==> src/bsm_defines.vh <==
/*
 Constants for the boot strap mode selector: strap codes, register map, timing counts.
 Assumes inclusion by bare name from every design file of the block.
*/
`ifndef BSM_DEFINES_VH
`define BSM_DEFINES_VH

`define BSM_CODE_SERIAL_LOAD 3'h4
`define BSM_CODE_RUN_TWO 3'h1
`define BSM_CODE_RUN_FOUR 3'h0
`define BSM_CODE_LOAD_OR_RUN 3'h2
`define BSM_CODE_RESTORE 3'h3

`define BSM_FLOW_RESERVED 3'h0
`define BSM_FLOW_SERIAL_LOAD 3'h1
`define BSM_FLOW_RUN 3'h2
`define BSM_FLOW_RESTORE 3'h3
`define BSM_FLOW_RESTORE_FAIL 3'h4

`define BSM_DBG_FOUR 1'b0
`define BSM_DBG_TWO 1'b1

`define BSM_LVL_NONE 2'h0
`define BSM_LVL_PARAMS 2'h1
`define BSM_LVL_IMAGE 2'h2

`define BSM_REG_STATUS 8'h00
`define BSM_REG_CONTROL 8'h04
`define BSM_REG_PROTECT 8'h08

`define BSM_STAT_CODE_LSB 0
`define BSM_STAT_FLOW_LSB 4
`define BSM_STAT_DBG_BIT 8
`define BSM_STAT_BUSY_BIT 9
`define BSM_STAT_DONE_BIT 10
`define BSM_STAT_FAIL_BIT 11
`define BSM_STAT_PEND_BIT 12
`define BSM_CTRL_DONE_BIT 0
`define BSM_CTRL_START_BIT 1
`define BSM_CTRL_LVL_LSB 4

`define BSM_CLK_MHZ 125
`define BSM_RESTORE_S 8
`define BSM_RESTORE_CYC (`BSM_RESTORE_S * `BSM_CLK_MHZ * 1000000)
`define BSM_BREAK_US 100
`define BSM_BREAK_CYC (`BSM_BREAK_US * `BSM_CLK_MHZ)

`endif

==> src/bsm_boot_strap_mode_select.v <==
/*
 Boot strap mode selector: latches strap pins, picks boot flow and debug mapping,
 supervises the factory restore and guards the factory image sector.
 Assumes a Wishbone classic master, a flash controller that reports restore progress,
 and a persistent flag cell that survives power loss.
*/
`timescale 1ns/10ps
`include "bsm_defines.vh"

module bsm_boot_strap_mode_select #(
	parameter RESTORE_CYC = `BSM_RESTORE_CYC,
	parameter BREAK_CYC = `BSM_BREAK_CYC,
	parameter [23:0] IMAGE_BASE = 24'h0f0000,
	parameter [23:0] IMAGE_LAST = 24'h0fffff
) (
	clk_sys,
	rst_b,
	bootStrapPins,
	externalResetLow,
	serialRx,
	wb_cyc_i,
	wb_stb_i,
	wb_we_i,
	wb_adr_i,
	wb_sel_i,
	wb_dat_i,
	wb_dat_o,
	wb_ack_o,
	hostFlashReq,
	hostFlashAddr,
	hostFlashGrant,
	hostFlashDenied,
	restorePersistIn,
	restorePersistOut,
	restoreStart,
	restoreLevel,
	restoreDone,
	bootFlow,
	debugTwoWire,
	serialLoadActive,
	strapBitTwoOe
);
	input wire clk_sys;
	input wire rst_b;
	input wire [2:0] bootStrapPins;
	input wire externalResetLow;
	input wire serialRx;
	input wire wb_cyc_i;
	input wire wb_stb_i;
	input wire wb_we_i;
	input wire [7:0] wb_adr_i;
	input wire [3:0] wb_sel_i;
	input wire [31:0] wb_dat_i;
	output reg [31:0] wb_dat_o;
	output reg wb_ack_o;
	input wire hostFlashReq;
	input wire [23:0] hostFlashAddr;
	output reg hostFlashGrant;
	output reg hostFlashDenied;
	input wire restorePersistIn;
	output reg restorePersistOut;
	output reg restoreStart;
	output reg [1:0] restoreLevel;
	input wire restoreDone;
	output reg [2:0] bootFlow;
	output reg debugTwoWire;
	output reg serialLoadActive;
	output reg strapBitTwoOe;

	localparam [4:0] ST_SENSE = 5'h01;
	localparam [4:0] ST_HOLD = 5'h02;
	localparam [4:0] ST_RUN = 5'h04;
	localparam [4:0] ST_RESTORE = 5'h08;
	localparam [4:0] ST_BREAK = 5'h10;
	// Restore limit is cut to 32 bits and break limit to the 24-bit counter width on purpose
	localparam [39:0] RESTORE_LIMIT = {8'h0, RESTORE_CYC[31:0]};
	localparam [23:0] BREAK_LIMIT = BREAK_CYC[23:0];

	function inSector;
		input [23:0] addr;
		begin
			inSector = (addr >= IMAGE_BASE) && (addr <= IMAGE_LAST);
		end
	endfunction

	wire [2:0] strapSync;
	wire resetLowSync;
	wire rxSync;

	// Strap pins feed sensing only; just bit two gets an output enable
	bsm_pin_sync #(.WIDTH(3), .INIT(3'h0)) uStrap (
		.clk_sys(clk_sys),
		.rst_b(rst_b),
		.pinIn(bootStrapPins),
		.pinOut(strapSync)
	);
	bsm_pin_sync #(.WIDTH(2), .INIT(2'h3)) uCtl (
		.clk_sys(clk_sys),
		.rst_b(rst_b),
		.pinIn({externalResetLow, serialRx}),
		.pinOut({resetLowSync, rxSync})
	);

	reg [4:0] state_reg;
	reg [2:0] code_reg;
	reg [2:0] settle_reg;
	reg resetLowPrev_reg;
	reg [39:0] restoreCnt_reg;
	reg [23:0] breakCnt_reg;
	reg restoreFail_reg;
	reg restoreOk_reg;
	reg [1:0] level_reg;
	reg swStart_reg;

	wire resetRise = resetLowSync && !resetLowPrev_reg;
	wire resetFall = !resetLowSync && resetLowPrev_reg;
	wire wbReq = wb_cyc_i && wb_stb_i && !wb_ack_o;

	////////////////////////////////////////////////////////////////////////////////
	// Strap latch and boot flow

	always @(posedge clk_sys) begin
		if (!rst_b) begin
			state_reg <= ST_SENSE;
			code_reg <= `BSM_CODE_RUN_FOUR;
			settle_reg <= 3'h0;
			// Matches the synchroniser idle level so reset brings no false edge
			resetLowPrev_reg <= 1'b1;
			restoreCnt_reg <= 40'h0;
			breakCnt_reg <= 24'h0;
			restoreFail_reg <= 1'b0;
			restoreOk_reg <= 1'b0;
			bootFlow <= `BSM_FLOW_RESERVED;
			debugTwoWire <= `BSM_DBG_FOUR;
			serialLoadActive <= 1'b0;
			restoreStart <= 1'b0;
			restorePersistOut <= 1'b0;
			restoreLevel <= `BSM_LVL_NONE;
			strapBitTwoOe <= 1'b0;
		end else begin
			resetLowPrev_reg <= resetLowSync;
			restoreStart <= 1'b0;
			case (state_reg)
				ST_SENSE: begin
					// Wait for synchroniser to fill, then latch while reset still held
					settle_reg <= settle_reg + 3'h1;
					if (settle_reg == 3'h5) begin
						code_reg <= strapSync;
						state_reg <= ST_HOLD;
					end
				end
				ST_HOLD: begin
					if (!resetLowSync)
						code_reg <= strapSync;
					else begin
						strapBitTwoOe <= 1'b1;
						// Mapping comes from the latch only
						debugTwoWire <= (code_reg == `BSM_CODE_RUN_TWO) ?
							`BSM_DBG_TWO : `BSM_DBG_FOUR;
						if (restorePersistIn) begin
							// Interrupted restore resumes first
							state_reg <= ST_RESTORE;
							restoreOk_reg <= 1'b0;
							restoreFail_reg <= 1'b0;
							restoreStart <= 1'b1;
							restoreLevel <= `BSM_LVL_IMAGE;
							restorePersistOut <= 1'b1;
							restoreCnt_reg <= 40'h0;
							bootFlow <= `BSM_FLOW_RESTORE;
						end else if (resetRise && code_reg == `BSM_CODE_RESTORE) begin
							state_reg <= ST_RESTORE;
							restoreOk_reg <= 1'b0;
							restoreFail_reg <= 1'b0;
							restoreStart <= 1'b1;
							restoreLevel <= `BSM_LVL_IMAGE;
							restorePersistOut <= 1'b1;
							restoreCnt_reg <= 40'h0;
							bootFlow <= `BSM_FLOW_RESTORE;
						end else if (code_reg == `BSM_CODE_SERIAL_LOAD) begin
							// Waits for serial code indefinitely
							bootFlow <= `BSM_FLOW_SERIAL_LOAD;
							serialLoadActive <= 1'b1;
							state_reg <= ST_RUN;
						end else if (code_reg == `BSM_CODE_LOAD_OR_RUN) begin
							breakCnt_reg <= 24'h0;
							state_reg <= ST_BREAK;
						end else if (code_reg == `BSM_CODE_RUN_TWO ||
							code_reg == `BSM_CODE_RUN_FOUR) begin
							bootFlow <= `BSM_FLOW_RUN;
							state_reg <= ST_RUN;
						end else begin
							bootFlow <= `BSM_FLOW_RESERVED;
							state_reg <= ST_RUN;
						end
					end
				end
				ST_BREAK: begin
					// Receive held low for the break time means a serial load
					// Any high sample on the filtered receive line (rxSync) means no break
					if (rxSync) begin
						bootFlow <= `BSM_FLOW_RUN;
						state_reg <= ST_RUN;
					end else if (breakCnt_reg == BREAK_LIMIT - 24'h1) begin
						bootFlow <= `BSM_FLOW_SERIAL_LOAD;
						serialLoadActive <= 1'b1;
						state_reg <= ST_RUN;
					end else
						breakCnt_reg <= breakCnt_reg + 24'h1;
				end
				ST_RESTORE: begin
					// Done wins over the limit when both land in one cycle
					if (restoreDone) begin
						restorePersistOut <= 1'b0;
						restoreOk_reg <= 1'b1;
						restoreLevel <= `BSM_LVL_NONE;
						bootFlow <= `BSM_FLOW_RUN;
						state_reg <= ST_RUN;
					end else if (restoreCnt_reg >= RESTORE_LIMIT) begin
						// Only judged failed after the full restore allowance; flag kept
						restoreFail_reg <= 1'b1;
						bootFlow <= `BSM_FLOW_RESTORE_FAIL;
						state_reg <= ST_RUN;
					end else
						restoreCnt_reg <= restoreCnt_reg + 40'h1;
				end
				ST_RUN: begin
					if (swStart_reg) begin
						state_reg <= ST_RESTORE;
						restoreStart <= 1'b1;
						restoreLevel <= level_reg;
						restorePersistOut <= 1'b1;
						restoreCnt_reg <= 40'h0;
						restoreOk_reg <= 1'b0;
						restoreFail_reg <= 1'b0;
						bootFlow <= `BSM_FLOW_RESTORE;
						// Software restore leaves any serial load flow
						serialLoadActive <= 1'b0;
					end else if (resetFall) begin
						// External reset re-latches the straps
						state_reg <= ST_HOLD;
						serialLoadActive <= 1'b0;
						strapBitTwoOe <= 1'b0;
						code_reg <= strapSync;
					end
				end
				default: state_reg <= ST_SENSE;
			endcase
		end
	end

	////////////////////////////////////////////////////////////////////////////////
	// Factory image sector guard
	// Grant and deny come from one registered decode of the same address

	always @(posedge clk_sys) begin
		if (!rst_b) begin
			hostFlashGrant <= 1'b0;
			hostFlashDenied <= 1'b0;
		end else begin
			hostFlashGrant <= hostFlashReq && !inSector(hostFlashAddr);
			hostFlashDenied <= hostFlashReq && inSector(hostFlashAddr);
		end
	end

	////////////////////////////////////////////////////////////////////////////////
	// Wishbone slave, one wait state

	always @(posedge clk_sys) begin
		if (!rst_b) begin
			wb_ack_o <= 1'b0;
			wb_dat_o <= 32'h0;
			swStart_reg <= 1'b0;
			level_reg <= `BSM_LVL_PARAMS;
		end else begin
			wb_ack_o <= wbReq;
			swStart_reg <= 1'b0;
			wb_dat_o <= 32'h0;
			// Start is a one-cycle pulse; a zero level never starts a restore
			if (wbReq && wb_we_i && wb_adr_i == `BSM_REG_CONTROL && wb_sel_i[0]) begin
				level_reg <= wb_dat_i[`BSM_CTRL_LVL_LSB +: 2];
				swStart_reg <= wb_dat_i[`BSM_CTRL_START_BIT] &&
					wb_dat_i[`BSM_CTRL_LVL_LSB +: 2] != `BSM_LVL_NONE;
			end
			if (wbReq && !wb_we_i) begin
				case (wb_adr_i)
					`BSM_REG_STATUS: begin
						wb_dat_o[`BSM_STAT_CODE_LSB +: 3] <= code_reg;
						wb_dat_o[`BSM_STAT_FLOW_LSB +: 3] <= bootFlow;
						wb_dat_o[`BSM_STAT_DBG_BIT] <= debugTwoWire;
						wb_dat_o[`BSM_STAT_BUSY_BIT] <= (state_reg == ST_RESTORE);
						wb_dat_o[`BSM_STAT_DONE_BIT] <= restoreOk_reg;
						wb_dat_o[`BSM_STAT_FAIL_BIT] <= restoreFail_reg;
						wb_dat_o[`BSM_STAT_PEND_BIT] <= restorePersistOut;
					end
					`BSM_REG_CONTROL: wb_dat_o[`BSM_CTRL_LVL_LSB +: 2] <= level_reg;
					`BSM_REG_PROTECT: wb_dat_o[23:0] <= IMAGE_BASE;
					default: wb_dat_o <= 32'h0;
				endcase
			end
		end
	end
endmodule // bsm_boot_strap_mode_select

==> src/bsm_pin_sync.v <==
/*
 Three-stage pin synchroniser with agreement filter.
 Assumes an asynchronous pin and a synchronous active-low reset.
*/
`timescale 1ns/10ps
`include "bsm_defines.vh"

module bsm_pin_sync #(
	parameter WIDTH = 1,
	parameter [WIDTH-1:0] INIT = {WIDTH{1'b0}}
) (
	clk_sys,
	rst_b,
	pinIn,
	pinOut
);
	input wire clk_sys;
	input wire rst_b;
	input wire [WIDTH-1:0] pinIn;
	output reg [WIDTH-1:0] pinOut;

	reg [WIDTH-1:0] stageOne;
	reg [WIDTH-1:0] stageTwo;
	reg [WIDTH-1:0] stageThree;

	// Output follows once stages two and three agree
	always @(posedge clk_sys) begin
		if (!rst_b) begin
			stageOne <= INIT;
			stageTwo <= INIT;
			stageThree <= INIT;
			pinOut <= INIT;
		end else begin
			stageOne <= pinIn;
			stageTwo <= stageOne;
			stageThree <= stageTwo;
			if (stageTwo == stageThree)
				pinOut <= stageThree;
		end
	end
endmodule // bsm_pin_sync
==> config.mk <==
export PLATFORM = sky130hd
export DESIGN_NAME = bsm_boot_strap_mode_select
export DESIGN_NICKNAME = d
export VERILOG_FILES = /design/src/bsm_boot_strap_mode_select.v /design/src/bsm_pin_sync.v
export VERILOG_INCLUDE_DIRS = /design/src
export SDC_FILE = /design/constraint.sdc
export NUM_CORES = 1
export LEC_CHECK = 0
export BUFFER_PORTS_ARGS = -buffer_cell sky130_fd_sc_hd__buf_2
export CAP_MARGIN = 20
export CORE_MARGIN = 1
export CORE_UTILIZATION = 40
export DETAILED_ROUTE_END_ITERATION = 8
export PLACE_DENSITY = 0.61
export SYNTH_ARGS = -nofsm -noshare
export SYNTH_HDL_FRONTEND = slang
export SYNTH_SLANG_ARGS = --single-unit
==> constraint.sdc <==
create_clock -name clk_sys -period 2.6 [get_ports clk_sys]
set_input_delay 0.26 -clock clk_sys [delete_from_list [all_inputs] [get_ports clk_sys]]
set_output_delay 0.26 -clock clk_sys [all_outputs]
set_load 0.01 [all_outputs]
Word level (Yosys, flattened, before mapping) --
Index checks and enable logic that the tools add are counted. W data, S select, Z words.
Operators by class: reductions and logical operators 41, $mul 0, add/subtract/negate cells 3, multiplexer cells 86, equality and inequality tests 38, div/mod/pow operators 0, $lt $le $gt $ge 3, shift operators 0, bitwise gates (word level) 0
Operator list (count):
- $mux W40 | 6
- $mux W24 | 7
- $pmux W40 S3 | 1
- $mux W5 | 12
- $pmux W24 S2 | 1
- $mux W3 | 14
- $add A40 B1 Y40 const B | 1
- $ge A40 B30 Y1 const B | 1
- $ne A2 B2 Y1 const B | 17
- $mux W1 | 27
- $pmux W5 S5 | 1
- $add A24 B1 Y24 const B | 1
- $eq A24 B14 Y1 const B | 1
- $ge A24 B20 Y1 const B | 1
- $le A24 B20 Y1 const B | 1
- $reduce_and A6 Y1 | 3
- $reduce_and A8 Y1 | 2
- $reduce_and A5 Y1 | 3
- $logic_and A1 B1 Y1 | 13
- $mux W2 | 6
- $pmux W1 S3 | 4
- $pmux W3 S4 | 1
- $ne A3 B3 Y1 const B | 3
- $pmux W3 S3 | 1
- other kinds (30) | 43
Word-level totals: RAM bits 0, latch bits 0, bits in read-only memories 0, memories 0, bits in registers 146, input bits 81

Longest topological paths before layout --
Gate-level depths: netlist (run 1).
depth in word-level cells 9, mapped depth 10

Cells and area by module --
From an unflattened synthesis (run 1), not the netlist that was laid out.
Unflattened totals: cells, all modules 681, area, all modules 5900.7 um^2
Modules (own cells, without submodules):
- bsm_boot_strap_mode_select | area each 5251.3 um^2, instances 1, cells an instance 621
- bsm_pin_sync (uStrap) | area each 396.6 um^2, instances 1, cells an instance 38
- bsm_pin_sync (uCtl) | area each 252.7 um^2, instances 1, cells an instance 22

Worst setup path after synthesis (run 1) --
Ideal clock, no wire load.
path type reg-to-reg, start point register breakCnt_reg[2], end point register breakCnt_reg[1], stages on the path, launching flop included 10, path slack 0.291 ns, library setup time 0.128 ns, arrival time 2.181 ns, cells stage by stage dfxtp_1 > or4b_1 > or4_4 > nor3_4 > o21a_2 > buf_6 > buf_8 > buf_12 > mux2i_1 > nor2_1
Between the ends: word-level cells in the longest chain between the ends 3
RTL lines:
- from (decl) | line bsm_boot_strap_mode_select.v:109 | reg [23:0] breakCnt_reg;
- from (signal assigned) | line bsm_boot_strap_mode_select.v:208 | breakCnt_reg <= breakCnt_reg + 24'h1;
- $eq A24 B14 Y1 | line bsm_boot_strap_mode_select.v:203 | end else if (breakCnt_reg == BREAK_LIMIT - 24'h1) begin
- $ne A2 B2 Y1 (no source line)
- $reduce_and A8 Y1 (no source line)
No other way between the ends. A chain may end at the register's enable or synchronous reset.

Worst setup path in the final report (run 1) --
start point register state_reg[1], end point register breakCnt_reg[13]
Between the ends: word-level cells in the longest chain between the ends 3, elaborated cells between the ends (all ways) 12, classes of those cells 9 x eq/ne; 1 x mux; 2 x reduce/logical
RTL lines:
- from (decl) | line bsm_boot_strap_mode_select.v:104 | reg [4:0] state_reg;
- from (signal assigned) | line bsm_boot_strap_mode_select.v:124 | state_reg <= ST_SENSE;
- from (signal assigned) | line bsm_boot_strap_mode_select.v:149 | state_reg <= ST_HOLD;
- from (signal assigned) | line bsm_boot_strap_mode_select.v:162 | state_reg <= ST_RESTORE;
- $eq A5 B5 Y1 / $eq A5 B2 Y1 (equally long branches) | line bsm_boot_strap_mode_select.v:143 | case (state_reg)
- $ne A2 B2 Y1 (no source line), or another cell as far along
- $reduce_and A8 Y1 (no source line)
Several ways; a longest one is shown, not always the timed one.

==> results of run 1 <==
Yosys cell counts (all sizes together), types with 2 or more instances:
master	count	share of area
inv	15	0.0093
o21a	8	0.010
o22ai	4	0.0041
xor2	5	0.0073
nor4	11	0.013
nand2	76	0.047
a2111o	18	0.034
or3	10	0.010
nor3b	3	0.0037
nand4b	3	0.0044
a31oi	4	0.0041
o21ai	34	0.028
o31ai	11	0.014
and4	10	0.015
o2111ai	8	0.012
nand2b	18	0.019
a21oi	54	0.045
and2	31	0.032
or4	16	0.021
and3	11	0.011
or2	3	0.0031
dfxtp	126	0.42
nand4	25	0.026
clkbuf	25	0.016
nand3	36	0.030
nor2b	5	0.0052
mux2i	17	0.028
nor2	34	0.022
o211ai	7	0.0087
nor3	17	0.016
buf	36	0.044
xnor2	4	0.0058
a211oi	4	0.0050
ha	5	0.010
or4b	2	0.0033
final timing paths:
kind	startpoint	endpoint	cells after the start
max	state_reg[1]	breakCnt_reg[13]	7
min	serialRx	uCtl.stageOne[0]	2
max reg2reg	state_reg[1]	breakCnt_reg[13]	7
min reg2reg	uCtl.stageOne[0]	uCtl.stageTwo[0]	1
area by class of cell:
class,instances,area (µm²),area share
multi-input cells,522,3170,0.450
flip-flops and latches,126,2520,0.359
repair buffers,78,460,0.0655
clock buffers,17,425,0.0605
well taps,184,230,0.0327
clock inverters,15,171,0.0244
inverters,15,56.3,0.00801
power groups by stage:
| stage | combinational [µW] | clock, µW | sequential, µW |
|---|---|---|---|
| 4_1_cts | 171 | 2450 | 1970 |
| 3_5_place_dp | 170 | 0 | 2010 |
| 3_3_place_gp | 163 | 0 | 2010 |
| 6_report | 169 | 2390 | 1970 |
| 5_1_grt | 190 | 2520 | 1970 |
| 2_1_floorplan | 128 | 0 | 2010 |
routing by layer:
layer | global-route usage | part of all wire | up-vias
li1 | - | - | 2678
met1 | 0.242 | 0.46 | 2592
met2 | 0.311 | 0.48 | 109
met3 | 0.0537 | 0.046 | 11
met4 | 0.0595 | 0.0084 | 0
met5 | 0 | 0 | -
cell families (layout without fill, tap and decap cells):
| logic type | count (synthesis) | in the layout | synth area share |
|---|---|---|---|
| other | 1 | 17 | 0.000621 |
| flip-flops | 126 | 126 | 0.418 |
| AO/OA/AOI/OAI | 161 | 161 | 0.177 |
| adder cells (fa/ha/maj) | 5 | 5 | 0.0104 |
| AND/OR/NAND/NOR | 313 | 313 | 0.285 |
| multiplexers | 17 | 17 | 0.0282 |
| buffers and inverters | 76 | 125 | 0.0688 |
| XOR/XNOR | 9 | 9 | 0.0131 |
worst reg2reg max path: stages (launching register included):
cell	delay (ns)
dfxtp_1	0.40
nor4_2	0.32
nand2_1	0.19
or2_1	0.32
o21a_2	0.25
buf_12	0.17
or4_1	0.55
a21oi_1	0.16
through the flow:
stage / hold slack (ns) / power [µW] / utilization / area (µm²)
finish: 0.0268 / 4530 / 0.480 / 7030
global route: 0.0105 / 4680 / 0.480 / 7030
CTS: 0.00959 / 4590 / 0.480 / 7030
detailed placement: 0.394 / 2180 / 0.439 / 6430
global placement: 0.393 / 2170 / 0.439 / 6430
floorplan: 0.361 / 2140 / - / 6100
repair_timing:
action,4_1_cts,5_1_grt
gates resized for setup,0,1
setup endpoints to repair,0,1
hold buffers,0,0
==> results_dict.tcl, run 1 <==
set metrics [dict create \
    status "complete, but fails checks" \
    failed_checks "DRC" \
    drive_gt1_frac 0.157 \
    fin_nets 846 \
    worst-path-buf-inv 1 \
    power.internal_uw 3520 \
    cp_top_family "simple AND/OR/NAND/NOR gates" \
    tns_ns 0 \
    switching_share 0.224 \
    drc_errors 13 \
    yosys_most_used_dff "dfxtp_1" \
    rsz0062_at_grt "false" \
    cap_violations 0 \
    p_leak_uw 0.00263 \
    start_util 0.412 \
    fin_crit_ns 2.44 \
    finalWirelength_um 14400 \
    fin_cells 957 \
    yosys_warnings 0 \
    core_area_mm2 0.0146 \
    tightest_slew_ns 0.551 \
    crit_required_ns 2.95 \
    routed_wire_length_per_instance_um 15.0 \
    rrSetupSlack_ns 0.16 \
    period_share 0.937 \
    largest_reg_flops 40 \
    fin_ws_ns 0.165 \
    dpl.hpwl_um 9840 \
    die_w_um 125 \
    grt_pass1_vias 5028 \
    rows 44 \
    synth_edf_count 0 \
    via_per_inst 5.63 \
    hp-class "primary input to flop" \
    path_max_fanout 47 \
    numCtsBuffers 17 \
    syn_area_mm2 0.00604 \
    ys_ff_latch 126 \
    dp_cells 925 \
    place.port_buffers 60 \
    synth.avg_cell_area_um2 8.53 \
    power_density_mw_per_mm2 645 \
    gp_congestion 0.867 \
    fill_cells 1400 \
    cts_max_path_buffers 2 \
    overflow 0 \
    final_cell_mix "126 x dfxtp_1, 76 x nand2_1, 60 x buf_2" \
    ys_seq_area_frac 0.418 \
    ys_types 60 \
    antenna_found_initial 0 \
    clkLatencyLatePin_ns 0.42 \
    die_area_mm2 0.0156 \
    n_antenna_cell 0 \
    syn_inst 708 \
    netSwitchingPower_uw 1010 \
    track_usage 0.190 \
    finalClockSkew_ns 0.00917 \
    die_h_um 125 \
    layout_commonest_cell "dfxtp_1" \
    grt_pass1_wl_um 24000 \
    postCtsSetupBuffers 0 \
    cts.reportedPaths.clkPinSlew_ns 0.06 \
    fmax_mhz 411 \
    end_kind "flop" \
    slowest_stage "or4_1" \
    cts_tree "done" \
    setup_viol 0 \
    path_cells "nor4_2 > nand2_1 > or2_1 > o21a_2 > buf_12 > or4_1 > a21oi_1" \
    slew_violations 0 \
    ant_nets 0 \
    dpl_worst_slack_ns 0.216 \
    arrival_ns 2.78 \
    area_growth_pct 16.5 \
    critPathLaunchType "flop" \
    vias 5390 \
    ir_worst_vdd_v 0.000480 \
    relSlewSlack 0.632 \
    pwr-share-clk 0.528 \
    hold_viol 0 \
    htreeDepth 4 \
    critPathKind "flop to flop" \
    numClockSinks 126 \
    combPwrFrac 0.037 \
    grt_max_degree 48 \
    ys_async_sr_fraction 0 \
    drt_iter0_drc 382 \
    max_stage_delay_ns 0.53 \
    ios 126 \
    p_seq_frac 0.435 \
    cts_root_buf "clkbuf_16" \
    drtPass1Iterations 9 \
]
Note: power is estimated with default switching activity, not from simulation.
==> inputs of run 2 (changes only) <==
Clock period 2.6 ns to 2.3 ns, I/O delays scaled along.
==> results_dict.tcl, run 2 (synthesized netlist as in run 1, its figures left out) <==
set metrics [dict create \
    status "complete, but fails checks" \
    failed_checks "DRC" \
    crit_required_ns 2.59 \
    htreeDepth 4 \
    drive_gt1_frac 0.198 \
    setup_viol 0 \
    ant_nets 0 \
    period_share 0.980 \
    top_layer_used "met4" \
    fmax_mhz 443 \
    ir_worst_vdd_v 0.000501 \
    layout_commonest_cell "dfxtp_1" \
    drc_errors 8 \
    finalWirelength_um 14800 \
    slowest_stage "or4b_1" \
    overflow 0 \
    die_area_mm2 0.0156 \
    critPathLaunchType "flop" \
    via_per_inst 5.57 \
    tightest_slew_ns 0.535 \
    grt_max_degree 52 \
    grt_pass1_vias 5299 \
    dp_cells 949 \
    critPathKind "flop to flop" \
    p_leak_uw 0.00285 \
    die_w_um 125 \
    cts.reportedPaths.clkPinSlew_ns 0.06 \
    area_growth_pct 23.9 \
    worst-path-buf-inv 1 \
    tns_ns 0 \
    n_antenna_cell 0 \
    antenna_found_initial 0 \
    hp-class "primary input to flop" \
    routed_wire_length_per_instance_um 15.0 \
    fin_cells 986 \
    gp_congestion 0.886 \
    numClockSinks 126 \
    relSlewSlack 0.641 \
    clkLatencyLatePin_ns 0.41 \
    place.port_buffers 60 \
    grt_pass1_wl_um 24700 \
    wl_met2_um 7320 \
    start_util 0.412 \
    track_usage 0.195 \
    dpl.hpwl_um 10100 \
    cts_max_path_buffers 2 \
    ios 126 \
    rsz0062_at_grt "true" \
    cts_tree "done" \
    final_cell_mix "123 x dfxtp_1, 75 x nand2_1, 60 x buf_2" \
    drt_iter0_drc 324 \
    wl_met3_um 655 \
    path_cells "or4b_1 > or4_4 > nor3_4 > o21a_4 > buf_12 > mux2i_1 > nor2_1" \
    rows 44 \
    slew_violations 0 \
    cts_root_buf "clkbuf_16" \
    cp_top_family "simple AND/OR/NAND/NOR gates" \
    finalClockSkew_ns 0.00920 \
    arrival_ns 2.54 \
    cap_violations 0 \
    hold_viol 0 \
    max_stage_delay_ns 0.51 \
    numCtsBuffers 17 \
    path_max_fanout 7 \
    wl_met1_um 6740 \
    fin_nets 875 \
    end_kind "flop" \
    power_density_mw_per_mm2 729 \
    die_h_um 125 \
    fin_crit_ns 2.25 \
    core_area_mm2 0.0146 \
    largest_reg_flops 40 \
    vias 5496 \
    drtPass1Iterations 7 \
]
run 2: what timing repair did:
| action | 4_1_cts | 5_1_grt |
|---|---|---|
| setup endpoints to repair | 1 | 50 |
| setup buffers | 0 | 2 |
| hold buffers | 1 | 0 |
| pin swaps | 0 | 3 |
| endpoints found under the hold margin | 1 | 0 |
| gates resized for setup | 1 | 18 |
| gates cloned | 0 | 2 |
run 2: worst paths after layout:
| check | startpoint | endpoint | slack [ns] | cells after the start |
|---|---|---|---|---|
| worst max-delay path | breakCnt_reg[22] | breakCnt_reg[1] | 0.05 | 7 |
| worst min-delay path | serialRx | uCtl.stageOne[0] | 0.02 | 2 |
| worst max register to register | breakCnt_reg[22] | breakCnt_reg[1] | 0.05 | 7 |
| worst min register to register | uCtl.stageOne[0] | uCtl.stageTwo[0] | 0.40 | 1 |
run 2: final cells by class:
class,count,area (µm²)
fillers,1378,7160
well taps,184,230
clock inverters,12,208
flip-flops and latches,126,2530
clock buffers,20,467
multi-input cells,522,3230
repair buffers,107,766
inverters,15,56.3
run 2: layer usage:
metal	up-vias	global-route usage
li1	2737	-
met1	2641	0.235
met2	110	0.337
met3	8	0.0541
met4	0	0.0595
met5	-	0
run 2: stage by stage:
step | cell area [µm²] | hold slack (ns) | setup WS [ns] | util | power [µW]
floorplan | 6100 | 0.331 | 0.0597 | - | 2420
global placement | 6650 | 0.394 | 0.0842 | 0.454 | 2470
detailed placement | 6650 | 0.391 | 0.0311 | 0.454 | 2480
CTS | 7340 | 0.0135 | 0.0182 | 0.501 | 5500
global route | 7480 | 0.00938 | -0.0367 | 0.511 | 5660
finish | 7480 | 0.0198 | 0.0451 | 0.511 | 5460
run 2: power breakdown:
part	total [µW]	internal, µW	switching [µW]	leakage (µW)
Sequential	2230	2210	20.4	0.00102
Clock	3020	2020	1000	0.000319
Combinational	207	86.2	121	0.00151
Total	5460	4310	1140	0.00285
==> inputs of run 3 (changes only) <==
Settings changed: ABC_AREA set to 1, PLACE_DENSITY 0.61 to 0.6.
==> results_dict.tcl, run 3 <==
set metrics [dict create \
    htreeDepth 4 \
    synthMuxAreaShare 0 \
    drive_gt1_frac 0.133 \
    holdCritStartpoint "hostFlashAddr[21]" \
    grt_pass1_vias 6151 \
    ys_ff_latch 126 \
    ant_nets 0 \
    grt_pass1_wl_um 29000 \
    top_usage_layer "met2" \
    cts.reportedPaths.clkPinSlew_ns 0.06 \
    ir_worst_vdd_v 0.000600 \
    fmax_mhz 497 \
    critPathKind "flop to flop" \
    critical_path.endpoint "restoreCnt_reg[16]" \
    fin_crit_ns 2.01 \
    die_h_um 134 \
    ios 126 \
    dp_cells 1350 \
    postCtsSetupBuffers 0 \
    finalWirelength_um 17100 \
    overflow 0 \
    drc_errors 0 \
    die_area_mm2 0.0180 \
    startpoint "restoreCnt_reg[0]" \
    synth_top_family_by_area "simple AND/OR/NAND/NOR gates" \
    track_usage 0.200 \
    arrival_ns 2.35 \
    critPathLaunchType "flop" \
    finish.utilization 0.478 \
    area_growth_pct 14.9 \
    cap_violations 0 \
    fin_cells 1387 \
    status "finished clean" \
    place.port_buffers 60 \
    syn_inst 1091 \
    path_max_fanout 6 \
    yosys_warnings 0 \
    numCtsBuffers 17 \
    drtPass1Iterations 6 \
    rows 47 \
    p_leak_uw 0.00325 \
    synth_edf_count 0 \
    global_route.usage.met1 0.272 \
    crit_required_ns 2.64 \
    slew_violations 0 \
    rrSetupSlack_ns 0.29 \
    layout_commonest_cell "nand2_1" \
    finalClockSkew_ns 0.0101 \
    antenna_found_initial 0 \
    synth_top_area_share 0.361 \
    synth_fa_ha_area_frac 0.00894 \
    setup_viol 0 \
    vias 6666 \
    syn_area_mm2 0.00700 \
    start_util 0.416 \
    ys_async_sr_fraction 0 \
    power_density_mw_per_mm2 684 \
    grt_use_met3 0.0480 \
    r2r_start "restoreCnt_reg[0]" \
    core_area_mm2 0.0168 \
    ys_seq_area_frac 0.361 \
    yosysMostFrequentCell "nand2_1" \
    period_share 0.874 \
    synth_largest_area_cell "dfxtp_1" \
    synth_area_leaders "dfxtp_1 36%, nand2_1 16%, nor2_1 11%" \
    gp_congestion 0.861 \
    fin_nets 1240 \
    synth.avg_cell_area_um2 6.41 \
    hold_viol 0 \
    ys_types 39 \
    tns_ns 0 \
    numClockSinks 126 \
    clkLatencyLatePin_ns 0.42 \
    synth_xor_area_frac 0.0363 \
    cts_root_buf "clkbuf_16" \
    hp-class "primary input to flop" \
    dpl.hpwl_um 12100 \
    relSlewSlack 0.390 \
    grt_use_met2 0.314 \
    largest_reg_flops 40 \
    via_per_inst 4.81 \
    grt_max_degree 81 \
    rr_endpoint "restoreCnt_reg[16]" \
    rsz0062_at_grt "false" \
    cts_max_path_buffers 2 \
    synth_compound_area_frac 0.0771 \
    final_cell_mix "307 x nand2_1, 205 x nor2_1, 126 x dfxtp_1" \
    yosys_most_used_dff "dfxtp_1" \
    cts_tree "done" \
    tightest_slew_ns 0.916 \
    drt_iter0_drc 547 \
    n_antenna_cell 0 \
    end_kind "flop" \
    routed_wire_length_per_instance_um 12.3 \
    yosys.area_share.simple 0.409 \
    die_w_um 134 \
    synthTopCellsByCount "307 x nand2_1, 205 x nor2_1, 126 x dfxtp_1" \
    ff2ff_path_depth 8 \
]
-- run 3: cell count changes after synthesis, moves of 30 or more --
cell     before  now
and2_1       31    1
inv_1        15  109
nand2_1      76  307
nand3_1      36   67
nor2_1       33  205
-- run 3: cell families (layout without fill, tap and decap cells) --
logic type / Yosys count / count (layout)
adder cells (fa/ha/maj): 5 / 5
AO/OA/AOI/OAI: 97 / 97
flip-flops: 126 / 126
XOR/XNOR: 29 / 29
AND/OR/NAND/NOR: 665 / 665
other: 1 / 17
buffers and inverters: 168 / 228
-- run 3: how the worst min path moves through the flow --
stage                         endpoint  cells after the start  slack (ns)
floorplan           uStrap.stageOne[0]                      2        0.33
detailed placement    uCtl.stageTwo[1]                      1        0.40
CTS                    hostFlashDenied                      4        0.03
global route              wb_dat_o[18]                      2        0.05
finish                  hostFlashGrant                      3        0.05
global placement    uStrap.stageTwo[0]                      2        0.39
-- run 3: per-layer routing --
layer	wire length [µm]	vias up	part of all wire
met5	0	-	0
met2	7380	169	0.43
met4	171	0	0.010
met1	8600	2950	0.50
met3	921	19	0.054
li1	-	3528	-
-- run 3: area by class of cell --
type | instances | area [µm²]
fill | 1780 | 8780
multi-input combinational | 813 | 3780
sequential | 126 | 2520
timing repair buffer | 79 | 468
inverter | 117 | 439
clock buffer | 17 | 425
tap | 220 | 275
clock inverter | 15 | 129
-- run 3: through the flow --
step,worst slack (ns),total power [µW],cell area [µm²],hold WS (ns)
after floorplan,0.637,2880,7060,0.328
after global placement,0.353,3020,7440,0.393
after detailed placement,0.364,3020,7440,0.398
after CTS,0.343,5570,8040,0.0331
after global routing,0.0807,5760,8040,0.0511
final,0.290,5500,8040,0.0475
-- run 3: critical path, stage by stage (launching register included) --
cell     delay [ns]
dfxtp_1        0.40
ha_1           0.27
nand2_1        0.09
nor2_1         0.36
nand2_1        0.19
nor2_1         0.19
xor2_1         0.16
nand4_1        0.11
a21oi_1        0.15
-- run 3: power breakdown --
group	internal (µW)	total, µW	switching, µW
sequential	2270	2350	71.8
clock	1410	2520	1110
combinational	214	637	423
-- run 3: what timing repair did --
item	in CTS	in global routing
resized for setup	0	0
hold endpoints to repair	5	0
hold buffers	5	0
